[src/inc/jlic_pkg.sv]
package jlic_pkg;
    // register byte offsets
    localparam logic [7:0] CTRL_OFS   = 8'h00;
    localparam logic [7:0] STATUS_OFS = 8'h04;
    // control fields
    localparam int CTRL_ENABLE_BIT = 0;
    localparam int CTRL_SCR_BIT    = 1;
    localparam int CTRL_K_LSB      = 8;
    localparam int CTRL_PD_LSB     = 16;
    localparam logic [31:0] CTRL_RESET = 32'h00001F01;
    // frames per multiframe range, stored as k-1
    localparam logic [4:0] K_M1_MIN = 5'h10;
    localparam logic [4:0] K_M1_MAX = 5'h1F;
    // power modes
    localparam logic [1:0] PD_NORMAL = 2'h0;
    localparam logic [1:0] PD_SLEEP  = 2'h1;
    localparam logic [1:0] PD_DOWN   = 2'h2;
    // timing
    localparam int CLK_MHZ        = 100;
    localparam int SYNC_MIN_FRAMES = 4;
    localparam int ILA_MFRAMES     = 4;
    localparam int PLL_CAL_CYCLES  = 153000;
    localparam int CORE_CAL_CYCLES = 1024;
    localparam logic [7:0] K28_5 = 8'hBC;
    localparam logic [7:0] ILA_START = 8'h1C;
    typedef enum logic [2:0] {
        JLIC_ST_OFF, JLIC_ST_CORE_CAL, JLIC_ST_PLL_CAL,
        JLIC_ST_COMMA, JLIC_ST_WAIT_LMFC, JLIC_ST_ILA, JLIC_ST_DATA
    } jlic_state_t;
endpackage : jlic_pkg

[src/inc/jlic_clk_if.sv]
`timescale 1ns/1ps
interface jlic_clk_if;
    logic       align_req;
    logic [4:0] k_m1;
    logic       frame_tick;
    logic       lmfc_tick;
    logic       lmfc_match;
    logic       frame_match;
    modport gen (input align_req, input k_m1, output frame_tick, output lmfc_tick,
                 output lmfc_match, output frame_match);
    modport ctl (output align_req, output k_m1, input frame_tick, input lmfc_tick,
                 input lmfc_match, input frame_match);
endinterface : jlic_clk_if

[src/hdl/jlic_clkgen.sv]
`timescale 1ns/1ps
// frame clock is one mclk per frame (one octet per frame per lane)
module jlic_clkgen
    import jlic_pkg::*;
(
    // clock and reset
    input  wire logic mclk,
    input  wire logic rst,
    // control side
    jlic_clk_if.gen   cif,
    input  wire logic sysref_rise
);
    import jlic_pkg::*;

    logic [4:0] lmfc_cnt_reg;
    logic [4:0] lmfc_cnt_next;
    wire        at_wrap = (lmfc_cnt_reg >= cif.k_m1);
    // lmfc counter restarts on align request
    assign lmfc_cnt_next = cif.align_req ? 5'h00 : (at_wrap ? 5'h00 : lmfc_cnt_reg + 5'h01);
    always_ff @(posedge mclk) begin
        if (rst) lmfc_cnt_reg <= 5'h00;
        else lmfc_cnt_reg <= lmfc_cnt_next;
    end
    assign cif.frame_tick  = 1'b1;
    assign cif.lmfc_tick   = at_wrap;
    // sysref edge expected in the boundary cycle itself (compared with at_wrap, no offset)
    assign cif.lmfc_match  = sysref_rise & at_wrap;
    assign cif.frame_match = 1'b1;
endmodule : jlic_clkgen

[src/hdl/jlic_link_ctrl.sv]
// Chosen here: register access over Avalon-MM and the placing of the registers.
`timescale 1ns/1ps
module jlic_link_ctrl
    import jlic_pkg::*;
#(
    parameter int PLL_CAL_LEN  = PLL_CAL_CYCLES,
    parameter int CORE_CAL_LEN = CORE_CAL_CYCLES
) (
    // clock and reset
    input  wire logic        mclk,
    input  wire logic        rst,
    // avalon-mm slave
    input  wire logic [7:0]  avs_address,
    input  wire logic        avs_read,
    input  wire logic        avs_write,
    input  wire logic [31:0] avs_writedata,
    output logic [31:0]      avs_readdata,
    output logic             avs_waitrequest,
    // link pins
    input  wire logic        sync_request_n,
    input  wire logic        sysref,
    // sample input
    input  wire logic [15:0] sample,
    // lane outputs
    output logic [7:0]       lane0_data,
    output logic [7:0]       lane1_data,
    output logic             lane_is_k
);
    import jlic_pkg::*;

    ////////////////////////////////////////////////////////////////////////////
    jlic_clk_if cif ();
    logic sysref_s1_reg, sysref_s2_reg, sysref_s3_reg;
    logic sync_s1_reg, sync_s2_reg;
    wire  sysref_rise = sysref_s2_reg & ~sysref_s3_reg;
    logic [31:0] ctrl_reg;
    jlic_state_t st_reg, st_next;
    logic [17:0] cal_cnt_reg;
    logic [2:0]  low_cnt_reg;
    logic [1:0]  mf_cnt_reg;
    logic        realigned_reg;
    logic        aligned_reg;
    logic [1:0]  pd_prev_reg;
    logic        pending_core_reg;
    logic [14:0] lfsr_reg;

    jlic_clkgen jlic_clkgen_inst (
        .mclk        (mclk),
        .rst         (rst),
        .cif         (cif),
        .sysref_rise (sysref_rise)
    );

    always_ff @(posedge mclk) begin
        sysref_s1_reg <= sysref;
        sysref_s2_reg <= sysref_s1_reg;
        sysref_s3_reg <= sysref_s2_reg;
        sync_s1_reg   <= sync_request_n;
        sync_s2_reg   <= sync_s1_reg;
    end

    ////////////////////////////////////////////////////////////////////////////
    // configuration and decode
    wire        enable   = ctrl_reg[CTRL_ENABLE_BIT];
    wire        scr_en   = ctrl_reg[CTRL_SCR_BIT];
    wire [4:0]  k_m1_raw = ctrl_reg[CTRL_K_LSB +: 5];
    wire [1:0]  pd_mode  = ctrl_reg[CTRL_PD_LSB +: 2];
    wire [4:0]  k_m1     = (k_m1_raw < K_M1_MIN) ? K_M1_MIN : k_m1_raw;
    wire        sel_ctrl = (avs_address == CTRL_OFS);
    wire        sel_stat = (avs_address == STATUS_OFS);
    wire        req      = avs_read | avs_write;
    assign cif.k_m1 = k_m1;

    // request counted in frame clock, one frame per mclk
    wire sync_low   = ~sync_s2_reg;
    wire sync_valid = (low_cnt_reg >= 3'(SYNC_MIN_FRAMES));
    wire low_hold   = sync_valid | ~cif.frame_tick;
    wire lmfc       = cif.lmfc_tick;
    wire calibrating = (st_reg == JLIC_ST_CORE_CAL) || (st_reg == JLIC_ST_PLL_CAL);
    // frame phase always matches, so a misaligned edge moves the lmfc only
    wire realign = sysref_rise & ~cif.lmfc_match & ~calibrating &
                   (st_reg != JLIC_ST_OFF);
    wire pd_exit_sleep = (pd_prev_reg == PD_SLEEP) && (pd_mode == PD_NORMAL);
    wire pd_exit_down  = (pd_prev_reg == PD_DOWN) && (pd_mode == PD_NORMAL);
    // exit pulse and pending flag race on one edge, so look at both
    wire need_core     = pending_core_reg | pd_exit_down;
    assign cif.align_req = realign | pd_exit_sleep;

    ////////////////////////////////////////////////////////////////////////////
    // avalon slave: one wait cycle, config never touched by power modes
    // write lands at the edge where the master sees waitrequest low
    logic ack_reg;
    always_ff @(posedge mclk) begin
        if (rst) begin
            ack_reg         <= 1'b0;
            avs_waitrequest <= 1'b1;
            ctrl_reg        <= CTRL_RESET;
        end else begin
            ack_reg         <= req & ~ack_reg;
            avs_waitrequest <= ~(req & ~ack_reg);
            if (avs_write & ack_reg & sel_ctrl) ctrl_reg <= avs_writedata;
        end
    end
    wire [31:0] status_word = {20'h00000, 1'b0, realigned_reg, aligned_reg, 1'b0,
                              st_reg == JLIC_ST_DATA, st_reg == JLIC_ST_ILA,
                              st_reg == JLIC_ST_COMMA | st_reg == JLIC_ST_WAIT_LMFC,
                              calibrating, 1'b0, st_reg};
    always_ff @(posedge mclk) begin
        if (rst) avs_readdata <= 32'h00000000;
        else if (avs_read & ~ack_reg) begin
            if (sel_ctrl) avs_readdata <= ctrl_reg;
            else if (sel_stat) avs_readdata <= status_word;
            else avs_readdata <= 32'h00000000;
        end
    end

    ////////////////////////////////////////////////////////////////////////////
    // link state machine
    wire cal_done = (cal_cnt_reg == 18'h00000);
    always_comb begin
        st_next = st_reg;
        case (st_reg)
            JLIC_ST_OFF: begin
                if (enable && pd_mode == PD_NORMAL)
                    st_next = need_core ? JLIC_ST_CORE_CAL : JLIC_ST_PLL_CAL;
            end
            JLIC_ST_CORE_CAL: if (cal_done) st_next = JLIC_ST_PLL_CAL;
            JLIC_ST_PLL_CAL: if (cal_done) st_next = JLIC_ST_COMMA;
            JLIC_ST_COMMA: begin
                if (!sync_low) st_next = JLIC_ST_WAIT_LMFC;
            end
            JLIC_ST_WAIT_LMFC: begin
                if (sync_valid) st_next = JLIC_ST_COMMA;
                else if (lmfc) st_next = JLIC_ST_ILA;
            end
            JLIC_ST_ILA: begin
                if (sync_valid) st_next = JLIC_ST_COMMA;
                else if (lmfc && mf_cnt_reg == 2'(ILA_MFRAMES - 1)) st_next = JLIC_ST_DATA;
            end
            JLIC_ST_DATA: if (sync_valid) st_next = JLIC_ST_COMMA;
            default: st_next = JLIC_ST_OFF;
        endcase
        if (realign && st_reg != JLIC_ST_OFF) st_next = JLIC_ST_PLL_CAL;
        if (!enable || pd_mode != PD_NORMAL) st_next = JLIC_ST_OFF;
    end

    always_ff @(posedge mclk) begin
        if (rst) begin
            st_reg           <= JLIC_ST_OFF;
            cal_cnt_reg      <= 18'h00000;
            low_cnt_reg      <= 3'h0;
            mf_cnt_reg       <= 2'h0;
            realigned_reg    <= 1'b0;
            aligned_reg      <= 1'b0;
            pd_prev_reg      <= PD_NORMAL;
            pending_core_reg <= 1'b1;
            lfsr_reg         <= 15'h7FFF;
        end else begin
            st_reg      <= st_next;
            pd_prev_reg <= pd_mode;
            if (pd_exit_down) pending_core_reg <= 1'b1;
            else if (st_reg == JLIC_ST_CORE_CAL) pending_core_reg <= 1'b0;
            if (sync_low) low_cnt_reg <= low_hold ? low_cnt_reg : low_cnt_reg + 3'h1;
            else low_cnt_reg <= 3'h0;
            if (st_next == JLIC_ST_CORE_CAL && st_reg != JLIC_ST_CORE_CAL)
                cal_cnt_reg <= 18'(CORE_CAL_LEN - 1);
            else if (st_next == JLIC_ST_PLL_CAL && st_reg != JLIC_ST_PLL_CAL)
                cal_cnt_reg <= 18'(PLL_CAL_LEN - 1);
            else if (!cal_done) cal_cnt_reg <= cal_cnt_reg - 18'h00001;
            if (st_reg != JLIC_ST_ILA) mf_cnt_reg <= 2'h0;
            else if (lmfc) mf_cnt_reg <= mf_cnt_reg + 2'h1;
            if (realign) realigned_reg <= 1'b1;
            // a same-cycle match wins over the sleep-exit clear
            if (pd_exit_sleep) aligned_reg <= 1'b0;
            if (sysref_rise && cif.lmfc_match) aligned_reg <= 1'b1;
            if (st_reg == JLIC_ST_DATA && scr_en)
                lfsr_reg <= {lfsr_reg[13:0], lfsr_reg[14] ^ lfsr_reg[13]};
        end
    end

    ////////////////////////////////////////////////////////////////////////////
    // lane output; ILA carries K-1 and the scramble flag, never scrambled
    logic [7:0] l0_next, l1_next;
    logic       k_next;
    always_comb begin
        l0_next = K28_5;
        l1_next = K28_5;
        k_next  = 1'b1;
        if (st_reg == JLIC_ST_ILA) begin
            l0_next = (mf_cnt_reg == 2'h1) ? {scr_en, 2'h0, k_m1} : ILA_START;
            l1_next = l0_next;
            k_next  = (mf_cnt_reg != 2'h1);
        end else if (st_reg == JLIC_ST_DATA) begin
            l0_next = sample[15:8] ^ (scr_en ? lfsr_reg[7:0] : 8'h00);
            l1_next = sample[7:0] ^ (scr_en ? lfsr_reg[14:7] : 8'h00);
            k_next  = 1'b0;
        end
    end
    always_ff @(posedge mclk) begin
        if (rst) begin
            lane0_data <= K28_5;
            lane1_data <= K28_5;
            lane_is_k  <= 1'b1;
        end else begin
            lane0_data <= l0_next;
            lane1_data <= l1_next;
            lane_is_k  <= k_next;
        end
    end
endmodule : jlic_link_ctrl

[config.mk]
export PLATFORM = sky130hd
export DESIGN_NAME = jlic_link_ctrl
export DESIGN_NICKNAME = d
export VERILOG_FILES = /design/src/inc/jlic_pkg.sv /design/src/inc/jlic_clk_if.sv /design/src/hdl/jlic_clkgen.sv /design/src/hdl/jlic_link_ctrl.sv
export SDC_FILE = /design/constraint.sdc
export NUM_CORES = 1
export LEC_CHECK = 0
export BUFFER_PORTS_ARGS = -buffer_cell sky130_fd_sc_hd__buf_2
export CORE_ASPECT_RATIO = 1.5
export CORE_MARGIN = 3
export CORE_UTILIZATION = 52
export CTS_BUF_LIST = sky130_fd_sc_hd__clkbuf_2
export CTS_CLUSTER_DIAMETER = 60
export DETAILED_ROUTE_END_ITERATION = 8
export PLACE_DENSITY_LB_ADDON = 0.1
export SLEW_MARGIN = 5
export SYNTH_ARGS = -nofsm -noshare
export SYNTH_HDL_FRONTEND = slang
export SYNTH_SLANG_ARGS = --single-unit
[constraint.sdc]
create_clock -name mclk -period 2.5 [get_ports mclk]
set_input_delay 0.25 -clock mclk [delete_from_list [all_inputs] [get_ports mclk]]
set_output_delay 0.25 -clock mclk [all_outputs]
set_load 0.03 [all_outputs]
Word level (Yosys, flattened, before mapping)
Index checks and enable logic that the tools add are counted.

storage, ports and cells
  memory bits (writable) = 0
  input port bits = 62
  word-level logic and storage cells = 126
  memories kept = 0
  flip-flop bits (word level) = 139
  latch bits = 0
  memory bits (read-only) = 0

operators by class
  muxes and demuxes = 30
  eq/ne operators = 19
  shifts and indexed selects = 0
  bitwise logic cells = 21
  $add $sub $neg = 4
  divide/modulo/power cells = 0
  reduce and logical (&&, ||, !) cells = 25
  multipliers = 0
  order comparisons = 3

operators by type and width
  cell                                                                      count
  8-bit two-way mux                                                         7
  18-bit two-way mux                                                        2
  3-bit two-way mux                                                         11
  32-bit two-way mux                                                        1
  3-bit case mux with 7 select lines                                        1
  18-bit zero test                                                          1
  18-bit by 1-bit subtractor with 18-bit output (second input constant)     1
  8-bit bitwise XOR                                                         2
  11-bit two-way mux                                                        1
  10-bit two-way mux                                                        1
  1-bit bitwise AND                                                         9
  3-bit by 2-bit == test with 1-bit output (second input constant)          3
  3-bit == test (second input constant)                                     3
  1-bit logical AND                                                         9
  8-bit by 3-bit == test with 1-bit output (second input constant)          1
  8-bit zero test                                                           1
  2-bit OR reduction                                                        4
  3-bit by 1-bit == test with 1-bit output (second input constant)          2
  3-bit by 1-bit inequality test with 1-bit output (second input constant)  2
  3-bit OR reduction                                                        2
  5-bit by 1-bit adder with 5-bit output (second input constant)            1
  5-bit >= comparator                                                       1
  5-bit less-than comparator (second input constant)                        1
  5-bit two-way mux                                                         1
  other kinds (19)                                                          34

Depth between registers and ports, before layout
Gate-level depths: netlist of run 1.

  depth in word-level cells = 15
  depth in mapped cells = 10

By module
Synthesis of run 1 repeated with hierarchy kept, for this count alone.

second synthesis, totals
  cell total of the unflattened synthesis = 703
  area, all modules = 5863.1 um^2

by module, submodules not included
  module          seq. area each (um^2)  cells an instance  times used  area each (um^2)
  jlic_link_ctrl  2682.6                 667                1           5529.1
  jlic_clkgen     100.1                  36                 1           334.1

Worst setup path after synthesis of run 1
Ideal clock, no wire load.

  kind = reg-to-reg
  start point = register ctrl_reg[12]
  end point = register cal_cnt_reg[10]
  clock period less this slack = 2375 ps
  setup time = 135 ps
  slack = 125 ps
  arrival = 2240 ps
  cell stages (with the launch flop) = 10
  cell sequence = dfxtp_1 -> and2_1 -> ha_1 -> nand2b_1 -> a2111oi_4 -> nor3_1 -> or3_1 -> buf_2 -> a211oi_1 -> nor3_1

between the ends
  longest elaborated chain between the ends = 14

ends and longest elaborated chain
  item                                                                                                         RTL line                                      source
  from (decl)                                                                                                  jlic_link_ctrl.sv:36                          logic [31:0] ctrl_reg;
  from (signal assigned)                                                                                       jlic_link_ctrl.sv:101                         if (avs_write & ack_reg & sel_ctrl) ctrl_reg <= avs_writedata;
  5-bit less-than comparator                                                                                   jlic_link_ctrl.sv:68                          wire [4:0] k_m1 = (k_m1_raw < K_M1_MIN) ? K_M1_MIN : k_m1_raw;
  5-bit two-way mux *                                                                                          jlic_link_ctrl.sv:68
  5-bit >= comparator *                                                                                        jlic_clkgen.sv:17                             wire at_wrap = (lmfc_cnt_reg >= cif.k_m1);
  1-bit bitwise AND                                                                                            jlic_clkgen.sv:27                             assign cif.lmfc_match = sysref_rise & at_wrap;
  1-bit NOT                                                                                                    jlic_link_ctrl.sv:81                          wire realign = sysref_rise & ~cif.lmfc_match & ~calibrating &
  1-bit bitwise AND (3 in series)                                                                              jlic_link_ctrl.sv:81
  1-bit logical AND                                                                                            jlic_link_ctrl.sv:143                         if (realign && st_reg != JLIC_ST_OFF) st_next = JLIC_ST_PLL_CAL;
  3-bit two-way mux *                                                                                          jlic_link_ctrl.sv:143
  3-bit two-way mux *                                                                                          jlic_link_ctrl.sv:144                         if (!enable || pd_mode != PD_NORMAL) st_next = JLIC_ST_OFF;
  3-bit by 2-bit == test with 1-bit output / 3-bit by 1-bit == test with 1-bit output (equally long branches)  jlic_link_ctrl.sv:167, jlic_link_ctrl.sv:165
  1-bit logical AND, on equally long branches                                                                  jlic_link_ctrl.sv:167, jlic_link_ctrl.sv:165
  2-bit by 1-bit inequality test with 1-bit output (no line) (tied with other cells)                           --
  to (signal assigned)                                                                                         jlic_link_ctrl.sv:166                         cal_cnt_reg <= 18'(CORE_CAL_LEN - 1);
  to (signal assigned)                                                                                         jlic_link_ctrl.sv:168                         cal_cnt_reg <= 18'(PLL_CAL_LEN - 1);
  to (signal assigned)                                                                                         jlic_link_ctrl.sv:169                         else if (!cal_done) cal_cnt_reg <= cal_cnt_reg - 18'h00001;
  to (decl)                                                                                                    jlic_link_ctrl.sv:38                          logic [17:0] cal_cnt_reg;

Every way passes the cells marked *; elsewhere a longest branch is shown, timed or not.
A chain may end at the register's enable or synchronous reset.

Worst setup path after layout of run 1
  start point = register ctrl_reg[12]
  end point = register cal_cnt_reg[8]

between the ends
  longest elaborated chain between the ends = 15

ends and longest elaborated chain
  item                                      RTL line               source
  5-bit less-than comparator                jlic_link_ctrl.sv:68
  5-bit two-way mux *                       jlic_link_ctrl.sv:68
  5-bit >= comparator *                     jlic_clkgen.sv:17
  1-bit bitwise AND                         jlic_clkgen.sv:27
  1-bit NOT                                 jlic_link_ctrl.sv:81
  1-bit bitwise AND (3 in series)           jlic_link_ctrl.sv:81
  1-bit logical AND                         jlic_link_ctrl.sv:143
  3-bit two-way mux *                       jlic_link_ctrl.sv:143
  3-bit two-way mux *                       jlic_link_ctrl.sv:144
  3-bit by 2-bit == test with 1-bit output  jlic_link_ctrl.sv:167  else if (st_next == JLIC_ST_PLL_CAL && st_reg != JLIC_ST_PLL_CAL)
  1-bit logical AND                         jlic_link_ctrl.sv:167
  18-bit two-way mux                        jlic_link_ctrl.sv:167
  10-bit two-way mux                        jlic_link_ctrl.sv:165  if (st_next == JLIC_ST_CORE_CAL && st_reg != JLIC_ST_CORE_CAL)

Marks and branches as above.

==> flow_metrics.py, run 1 <==
metrics = {
    "worst_hold_path": {
        "hp-class": "primary input to flip-flop",
        "min_path_cells": 3,
    },
    "floorplanning": {
        "num_rows": 48,
        "io_pins": 112,
        "die-area_um2": 13190,
        "die_w_um": 94.79,
        "start_util_pct": 53.32,
        "core_um2": 11530,
        "die_h_um": 139.2,
    },
    "setup_path": {
        "cp_common_cell": "buf_4",
        "crit_family": "simple AND/OR/NAND/NOR gates",
        "path_depth": 10,
        "slowest_stage": "dfxtp_2",
        "crit_required_ns": 3.11,
        "cp_max_fo": 5,
        "critical_path_class": "flip-flop to flip-flop",
        "cp.arrival_ns": 3.00,
        "critPathLaunchType": "flip-flop",
        "critPathMaxStageDelay_ns": 0.36,
        "worst_r2r_path_depth": 10,
        "path_buf_inv": 2,
        "worstSetupEndpointType": "flip-flop",
        "cp_cell_sequence": "and2_1 -> ha_1 -> nand2b_4 -> a2111oi_4 -> buf_4 -> nor3_4 -> and4bb_1 -> buf_4 -> a21oi_1 -> a311oi_2",
    },
    "cts": {
        "cts_max_path_buffers": 2,
        "cts_buffers": 17,
        "cts_tree": "built",
        "postCtsSetupBuffers": 0,
        "clk_pin_slew_worst_paths_ns": 0.21,
        "cts_sinks": 139,
        "htree_levels": 4,
        "clockRootBuffer": "clkbuf_2",
        "clk_latency_ns": 0.71,
    },
    "status": {
        "outcome": "complete, no violations",
    },
    "synthesis": {
        "synth_cell_type_count": 65,
        "netlist_area_um2": 6148,
        "syn-num-nets": 791,
        "synth-seq-cells": 139,
        "ys_seq_area_share_pct": 45.26,
        "synth_cells": 719,
        "synth_edf_count": 0,
        "ys.flop_type": "dfxtp_1",
        "async_reset_ff_share_pct": 0,
        "synth_warnings": 0,
        "syn_area_per_cell_um2": 8.551,
    },
    "placement": {
        "dp_cells": 965,
        "globalplace.congestion": 0.8980,
        "dp_hpwl_um": 11570,
        "io_buffers": 111,
    },
    "power": {
        "swShare_pct": 35.91,
        "power_density_nw_per_um2": 809.1,
        "p_int_w": 0.004083,
        "leakage_nw": 3.222,
        "pwr-share-seq_pct": 40.4,
        "vdd_drop_max_mv": 0.4528,
        "switchingPower_w": 0.002288,
        "total_power_w": 0.006371,
        "pwr-share-comb_pct": 34.1,
        "pwr-share-clk_pct": 25.5,
    },
    "sta": {
        "finalMaxSlewViolations": 0,
        "fin_crit_ns": 2.385,
        "worst_slew_pin_slew_ns": 0.6216,
        "fin_crit_sh_pct": 95.42,
        "hold_viol": 0,
        "tns_ns": 0,
        "whs_ns": 0.06372,
        "finClkSkew_ns": 0.04363,
        "max_freq_ghz": 0.4192,
        "finalSetupViolCount": 0,
        "rsz0062_at_grt": "no",
        "relSlewSlack_pct": 58.19,
    },
    "routing": {
        "vias": 5766,
        "first_iter_violations": 254,
        "wl_per_cell_um": 16.09,
        "wl_um": 16960,
        "antenna_left": 0,
        "drt-vias-per-instance": 5.471,
        "firstDrtPassIters": 7,
        "drc_errors": 0,
    },
    "layout": {
        "instances_no_fill": 1054,
        "nets": 964,
        "post-route-util_pct": 68.28,
        "drive_above_1_share_pct": 23.48,
        "area_delta_synth_final_pct": 28.06,
    },
    "global_route": {
        "antenna_found_initial": 1,
        "grt-ovfl-total": 0,
        "grt_max_degree": 64,
        "grt_pass1_vias": 5801,
        "grt_pass1_wl_um": 27920,
        "grt_usage_pct": 26.68,
    },
    "flow_run": {
        "maxCapViolations": 0,
    },
}
cell families after synthesis:
group,synth area share [%]
xor+xnor,4.701
compound gates,15.24
buf+inv,4.314
flops,45.26
fa+ha+maj,2.035
simple gates,26.50
mux,1.954
path summary, 6_finish.rpt:
| kind | start | slack, ns | end |
|---|---|---|---|
| worst min register to register | sysref_s1_reg$_DFF_P_ | 0.35 | sysref_s2_reg$_DFF_P_ |
| worst max register to register | ctrl_reg[12]$_SDFFE_PP1P_ | 0.11 | cal_cnt_reg[8]$_SDFFE_PP0P_ |
| worst min-delay path | avs_address[2] | 0.06 | avs_readdata[5]$_SDFFE_PP0P_ |
| worst max-delay path | ctrl_reg[12]$_SDFFE_PP1P_ | 0.11 | cal_cnt_reg[8]$_SDFFE_PP0P_ |
power groups by stage:
stage               Clock, W  Combinational [W]  Sequential (W)
floorplan                  0            0.00147         0.00254
global placement           0            0.00198         0.00261
detailed placement         0            0.00203         0.00261
CTS                  0.00164            0.00211         0.00257
global route         0.00173            0.00235         0.00259
finish               0.00163            0.00217         0.00257
area by class of cell:
type	count	area (um^2)
multi-input cells	523	3173
well taps	150	187.7
repair buffers	199	1376
fillers	959	3657
clock buffers	17	85.08
diodes	1	2.502
flip-flops and latches	139	2785
inverters	12	45.04
clock inverters	13	219.0
worst register-to-register path, stage by stage, from the launching register on:
cell and delay, ns:
dfxtp_2 0.36, and2_1 0.15, ha_1 0.27, nand2b_4 0.15
a2111oi_4 0.32, buf_4 0.22, nor3_4 0.06, and4bb_1 0.33
buf_4 0.15, a21oi_1 0.08, a311oi_2 0.24
synthesized netlist by cell type (3+ instances only):
library cell / instances / area [um^2]
a211oi_1: 8 / 60.06
a211oi_2: 5 / 62.56
a21oi_1: 42 / 210.2
a22oi_1: 32 / 240.2
and2_1: 5 / 31.28
buf_2: 8 / 40.04
buf_4: 6 / 45.04
clkbuf_1: 27 / 101.4
dfxtp_1: 139 / 2783
ha_1: 10 / 125.1
inv_1: 12 / 45.04
mux2_2: 8 / 90.09
mux2i_1: 3 / 30.03
nand2_1: 146 / 548.0
nand2b_1: 8 / 50.05
nand3_1: 10 / 50.05
nand3b_1: 20 / 150.1
nand4b_1: 3 / 26.28
nor2_1: 66 / 247.7
nor2b_1: 9 / 56.30
nor3_1: 29 / 145.1
nor4_1: 10 / 62.56
nor4_2: 3 / 37.54
o21a_1: 5 / 37.54
o21ai_0: 21 / 105.1
o311ai_1: 4 / 35.03
or3_1: 3 / 18.77
xnor2_1: 14 / 122.6
xor2_1: 19 / 166.4
routing by layer:
layer	global-route usage, %	share of wire (%)	up-vias
met3	6.352	4.8	48
met2	45.99	52	166
met5	0	0	-
met4	13.23	4.2	0
li1	-	-	2832
met1	30.12	39	2720
through the flow:
step / worst slack (ns) / cell area, um^2
3_5_place_dp: 0.06656 / 6912
2_1_floorplan: 0.1251 / 6148
3_3_place_gp: 0.1240 / 6912
5_1_grt: 0.01233 / 7874
4_1_cts: 0.02789 / 7796
6_report: 0.1146 / 7874
what timing repair did:
action	CTS	global route
endpoints found under the setup margin	0	19
endpoints found under the hold margin	55	0
hold buffers	58	0
resized for setup	0	14
cells in the final DEF (no fill, tap or decap), types with 3 or more instances in the layout:
| cell | Yosys | final |
|---|---|---|
| o21a_1 | 5 | 5 |
| ha_1 | 10 | 9 |
| dlygate4sd3_1 | 0 | 58 |
| nand3b_1 | 20 | 20 |
| nand4b_1 | 3 | 3 |
| nor4_1 | 10 | 9 |
| nand2_1 | 146 | 145 |
| xnor2_1 | 14 | 14 |
| nand2b_1 | 8 | 7 |
| o21ai_0 | 21 | 21 |
| a211oi_1 | 8 | 8 |
| and2_1 | 5 | 4 |
| nor2b_1 | 9 | 9 |
| nor3_1 | 29 | 28 |
| xor2_1 | 19 | 19 |
| dfxtp_1 | 139 | 137 |
| buf_4 | 6 | 30 |
| clkinv_4 | 0 | 5 |
| a22oi_1 | 32 | 32 |
| a21oi_1 | 42 | 42 |
| inv_1 | 12 | 12 |
| nor2_1 | 66 | 66 |
| o311ai_1 | 4 | 3 |
| buf_2 | 8 | 110 |
| mux2_2 | 8 | 8 |
| mux2i_1 | 3 | 3 |
| a211oi_2 | 5 | 5 |
| bufinv_16 | 0 | 5 |
| nor4_2 | 3 | 4 |
| nand3_1 | 10 | 10 |
| clkbuf_2 | 0 | 17 |
(Power assumes the default switching activity.)
==> run 2: changes to the inputs <==
- ABC_AREA: not set -> 1
- CORE_UTILIZATION: 52 -> 57
- clock period: 2.5 -> 3.08 ns (I/O delays scaled with it)
==> run 2 against run 1 <==
Core utilization rose by 5.1 points; synthesized area down 5.0%; via count is 3.2% lower; global-route usage shrank 1.0 points; wire length is 16% lower; clock power decreased by 36%; register-to-register slack gained 0.64 ns; design area down 8.1%; first-iteration DRC count is 0.39% lower; critical path depth up 4; die area is 13% lower.
==> flow_metrics.py, run 2 <==
metrics = {
    "status": {
        "outcome": "complete, no violations",
    },
    "synthesis": {
        "synth_xor_area_share_pct": 4.648,
        "synth_warnings": 0,
        "yosysTopAreaCell": "dfxtp_1",
        "synth_top_family_by_area": "simple AND/OR/NAND/NOR gates",
        "synth-compound-area-share_pct": 14.63,
        "async_reset_ff_share_pct": 0,
        "synth_cell_type_count": 36,
        "synthTopCellsByArea": "dfxtp_1 48%, nand2_1 10%, nor2_1 7.5%, o21ai_0 5.7%, inv_1 5.0%",
        "yosys.area_share.simple_pct": 23.30,
        "synthAdderAreaFrac_pct": 2.142,
        "synth_commonest_cells": "156 x nand2_1, 139 x dfxtp_1, 116 x nor2_1",
        "ys.flop_type": "dfxtp_1",
        "ys_seq_area_share_pct": 47.63,
        "synth_mux_area_share_pct": 0,
        "synth_top_cell_area_share_pct": 47.63,
        "synth_edf_count": 0,
        "synth-seq-cells": 139,
        "synth_cells": 772,
        "syn-num-nets": 844,
        "netlist_area_um2": 5842,
        "syn_area_per_cell_um2": 7.567,
        "yosysMostFrequentCell": "nand2_1",
    },
    "power": {
        "vdd_drop_max_mv": 0.3367,
        "leakage_nw": 3.411,
        "power_density_nw_per_um2": 583.5,
    },
    "cts": {
        "cts_tree": "built",
        "cts_max_path_buffers": 2,
        "clk_pin_slew_worst_paths_ns": 0.21,
        "cts_sinks": 139,
        "cts_buffers": 17,
        "clockRootBuffer": "clkbuf_2",
        "clk_latency_ns": 0.69,
        "htree_levels": 4,
        "cts_resized": 0,
    },
    "sta": {
        "finClkSkew_ns": 0.02128,
        "rsz0062_at_grt": "no",
        "relSlewSlack_pct": 56.34,
        "finalMaxSlewViolations": 0,
        "whs_ns": 0.09533,
        "worst_slew_pin_slew_ns": 0.6541,
        "finalSetupViolCount": 0,
        "setup_slack_ns": 0.7529,
        "hold_viol": 0,
        "fin_crit_ns": 2.327,
        "fin_crit_sh_pct": 75.56,
        "tns_ns": 0,
        "max_freq_ghz": 0.4297,
    },
    "layout": {
        "final_common_cell": "nand2_1",
        "most-common-layout-cells": "156 x nand2_1, 139 x dfxtp_1, 115 x nor2_1, 111 x buf_2, 77 x inv_1",
        "fill_cells": 772,
        "stdcell_area_um2": 7233,
        "drive_above_1_share_pct": 17.59,
        "nets": 997,
        "area_delta_synth_final_pct": 23.82,
        "post-route-util_pct": 73.40,
    },
    "routing": {
        "antenna_left": 0,
        "wl_per_cell_um": 13.43,
        "wl_um": 14170,
        "drc_errors": 0,
        "first_iter_violations": 253,
        "drt-vias-per-instance": 5.292,
        "firstDrtPassIters": 5,
        "vias": 5583,
    },
    "floorplanning": {
        "core_um2": 9854,
        "die-area_um2": 11520,
        "die_h_um": 130.0,
        "start_util_pct": 59.28,
        "die_w_um": 88.66,
        "num_rows": 44,
        "io_pins": 112,
    },
    "global_route": {
        "grt_pass1_wl_um": 23560,
        "grt-ovfl-total": 0,
        "grt_usage_pct": 25.67,
        "antenna_found_initial": 1,
        "grt_max_degree": 50,
        "grt_pass1_vias": 5438,
    },
    "setup_path": {
        "worstSetupEndpointType": "flip-flop",
        "cp.arrival_ns": 2.93,
        "critical_path_class": "flip-flop to flip-flop",
        "critPathLaunchType": "flip-flop",
        "critPathMaxStageDelay_ns": 0.47,
        "slowest_stage": "dfxtp_1",
        "startpoint": "ctrl_reg[12]$_SDFFE_PP1P_",
        "cp_cell_sequence": "nand2_1 -> ha_1 -> nand2_1 -> nor2_1 -> nand2_1 -> nand3_1 -> nor2_1 -> inv_1 -> nand3_1 -> nand2_1 -> inv_1 -> nand3_4 -> nand2_1 -> a21oi_1",
        "r2r-start": "ctrl_reg[12]$_SDFFE_PP1P_",
        "crit_required_ns": 3.68,
        "cp_max_fo": 15,
        "cp_common_cell": "nand2_1",
    },
    "worst_hold_path": {
        "holdCritStartpoint": "avs_read",
        "hp-class": "primary input to flip-flop",
    },
    "flow_run": {
        "maxCapViolations": 0,
    },
    "placement": {
        "dpl_cell_area_um2": 6462,
        "dp_hpwl_um": 9751,
        "dp_slack_ns": 0.7837,
        "globalplace.congestion": 0.8995,
        "io_buffers": 111,
    },
}
==> run 2: cell types whose count changed after synthesis, moves of 10 or more <==
cell      previous run  this run
a22oi_1             32         1
inv_1               12        78
nand2_1            146       156
nand3_1             10        25
nand3b_1            20         0
nor2_1              66       116
nor3_1              29         4
o211ai_1             1        19
o21ai_0             21        67
==> run 2: cell families (layout without fill, tap and decap cells) <==
logic type / Yosys count / in the layout
buffers and inverters: 115 / 281
XOR/XNOR: 31 / 31
AND/OR/NAND/NOR: 326 / 326
AO/OA/AOI/OAI: 151 / 151
flip-flops: 139 / 139
other: 0 / 2
adder cells (fa/ha/maj): 10 / 10
==> run 2: metal layers <==
| metal | up-vias | routed length (um) | part of all wire [%] | global-route usage [%] |
|---|---|---|---|---|
| met5 | - | 0 | 0 | 0 |
| met1 | 2590 | 5778 | 41 | 28.79 |
| met2 | 166 | 7349 | 52 | 45.45 |
| li1 | 2801 | - | - | - |
| met4 | 0 | 289 | 2.0 | 8.630 |
| met3 | 26 | 750 | 5.3 | 7.833 |
==> run 2: metrics by stage <==
stage | cells | power [W]
2_1_floorplan | 772 | 0.002923
3_3_place_gp | 968 | 0.003114
3_5_place_dp | 968 | 0.003152
4_1_cts | 1052 | 0.004243
5_1_grt | 1054 | 0.004503
6_report | 1055 | 0.004221
==> run 2: layout make-up <==
cell class	count	area [um^2]	area share (%)
diodes	2	5.005	0.06919
clock buffers	17	85.08	1.176
clock inverters	15	150.1	2.076
inverters	79	296.5	4.100
multi-input cells	518	2626	36.31
flip-flops and latches	139	2783	38.47
well taps	115	143.9	1.989
repair buffers	170	1144	15.81
==> run 2: worst max-delay path, delay by kind of cell, from the launching register on <==
kind,cells,cell delay (ns)
AOI/OAI and AO/OA,1,0.06
adders and majority gates,1,0.28
buffers and inverters,2,0.19
DFF,1,0.47
and+or+nand+nor,10,1.25
==> run 2: path summary, 6_finish.rpt <==
| kind | to | slack (ns) | depth (start not counted) |
|---|---|---|---|
| worst max register to register | cal_cnt_reg[16]$_SDFFE_PP0P_ | 0.75 | 14 |
| worst min register to register | sync_s2_reg$_DFF_P_ | 0.35 | 0 |
| worst min-delay path | avs_readdata[25]$_SDFFE_PP0P_ | 0.1 | 4 |
| worst max-delay path | cal_cnt_reg[16]$_SDFFE_PP0P_ | 0.75 | 14 |
==> run 2: report_power, final <==
group | switching, W | internal, W | leakage [nW]
combinational | 0.000688 | 0.000421 | 2.15
clock | 0.000673 | 0.000369 | 0.130
sequential | 0.000126 | 0.00194 | 1.13
total | 0.00149 | 0.00273 | 3.41
==> run 2: repair_timing <==
| action | 4_1_cts | 5_1_grt |
|---|---|---|
| hold endpoints to repair | 61 | 1 |
| hold buffers | 52 | 1 |
| buffers inserted | 0 | 0 |
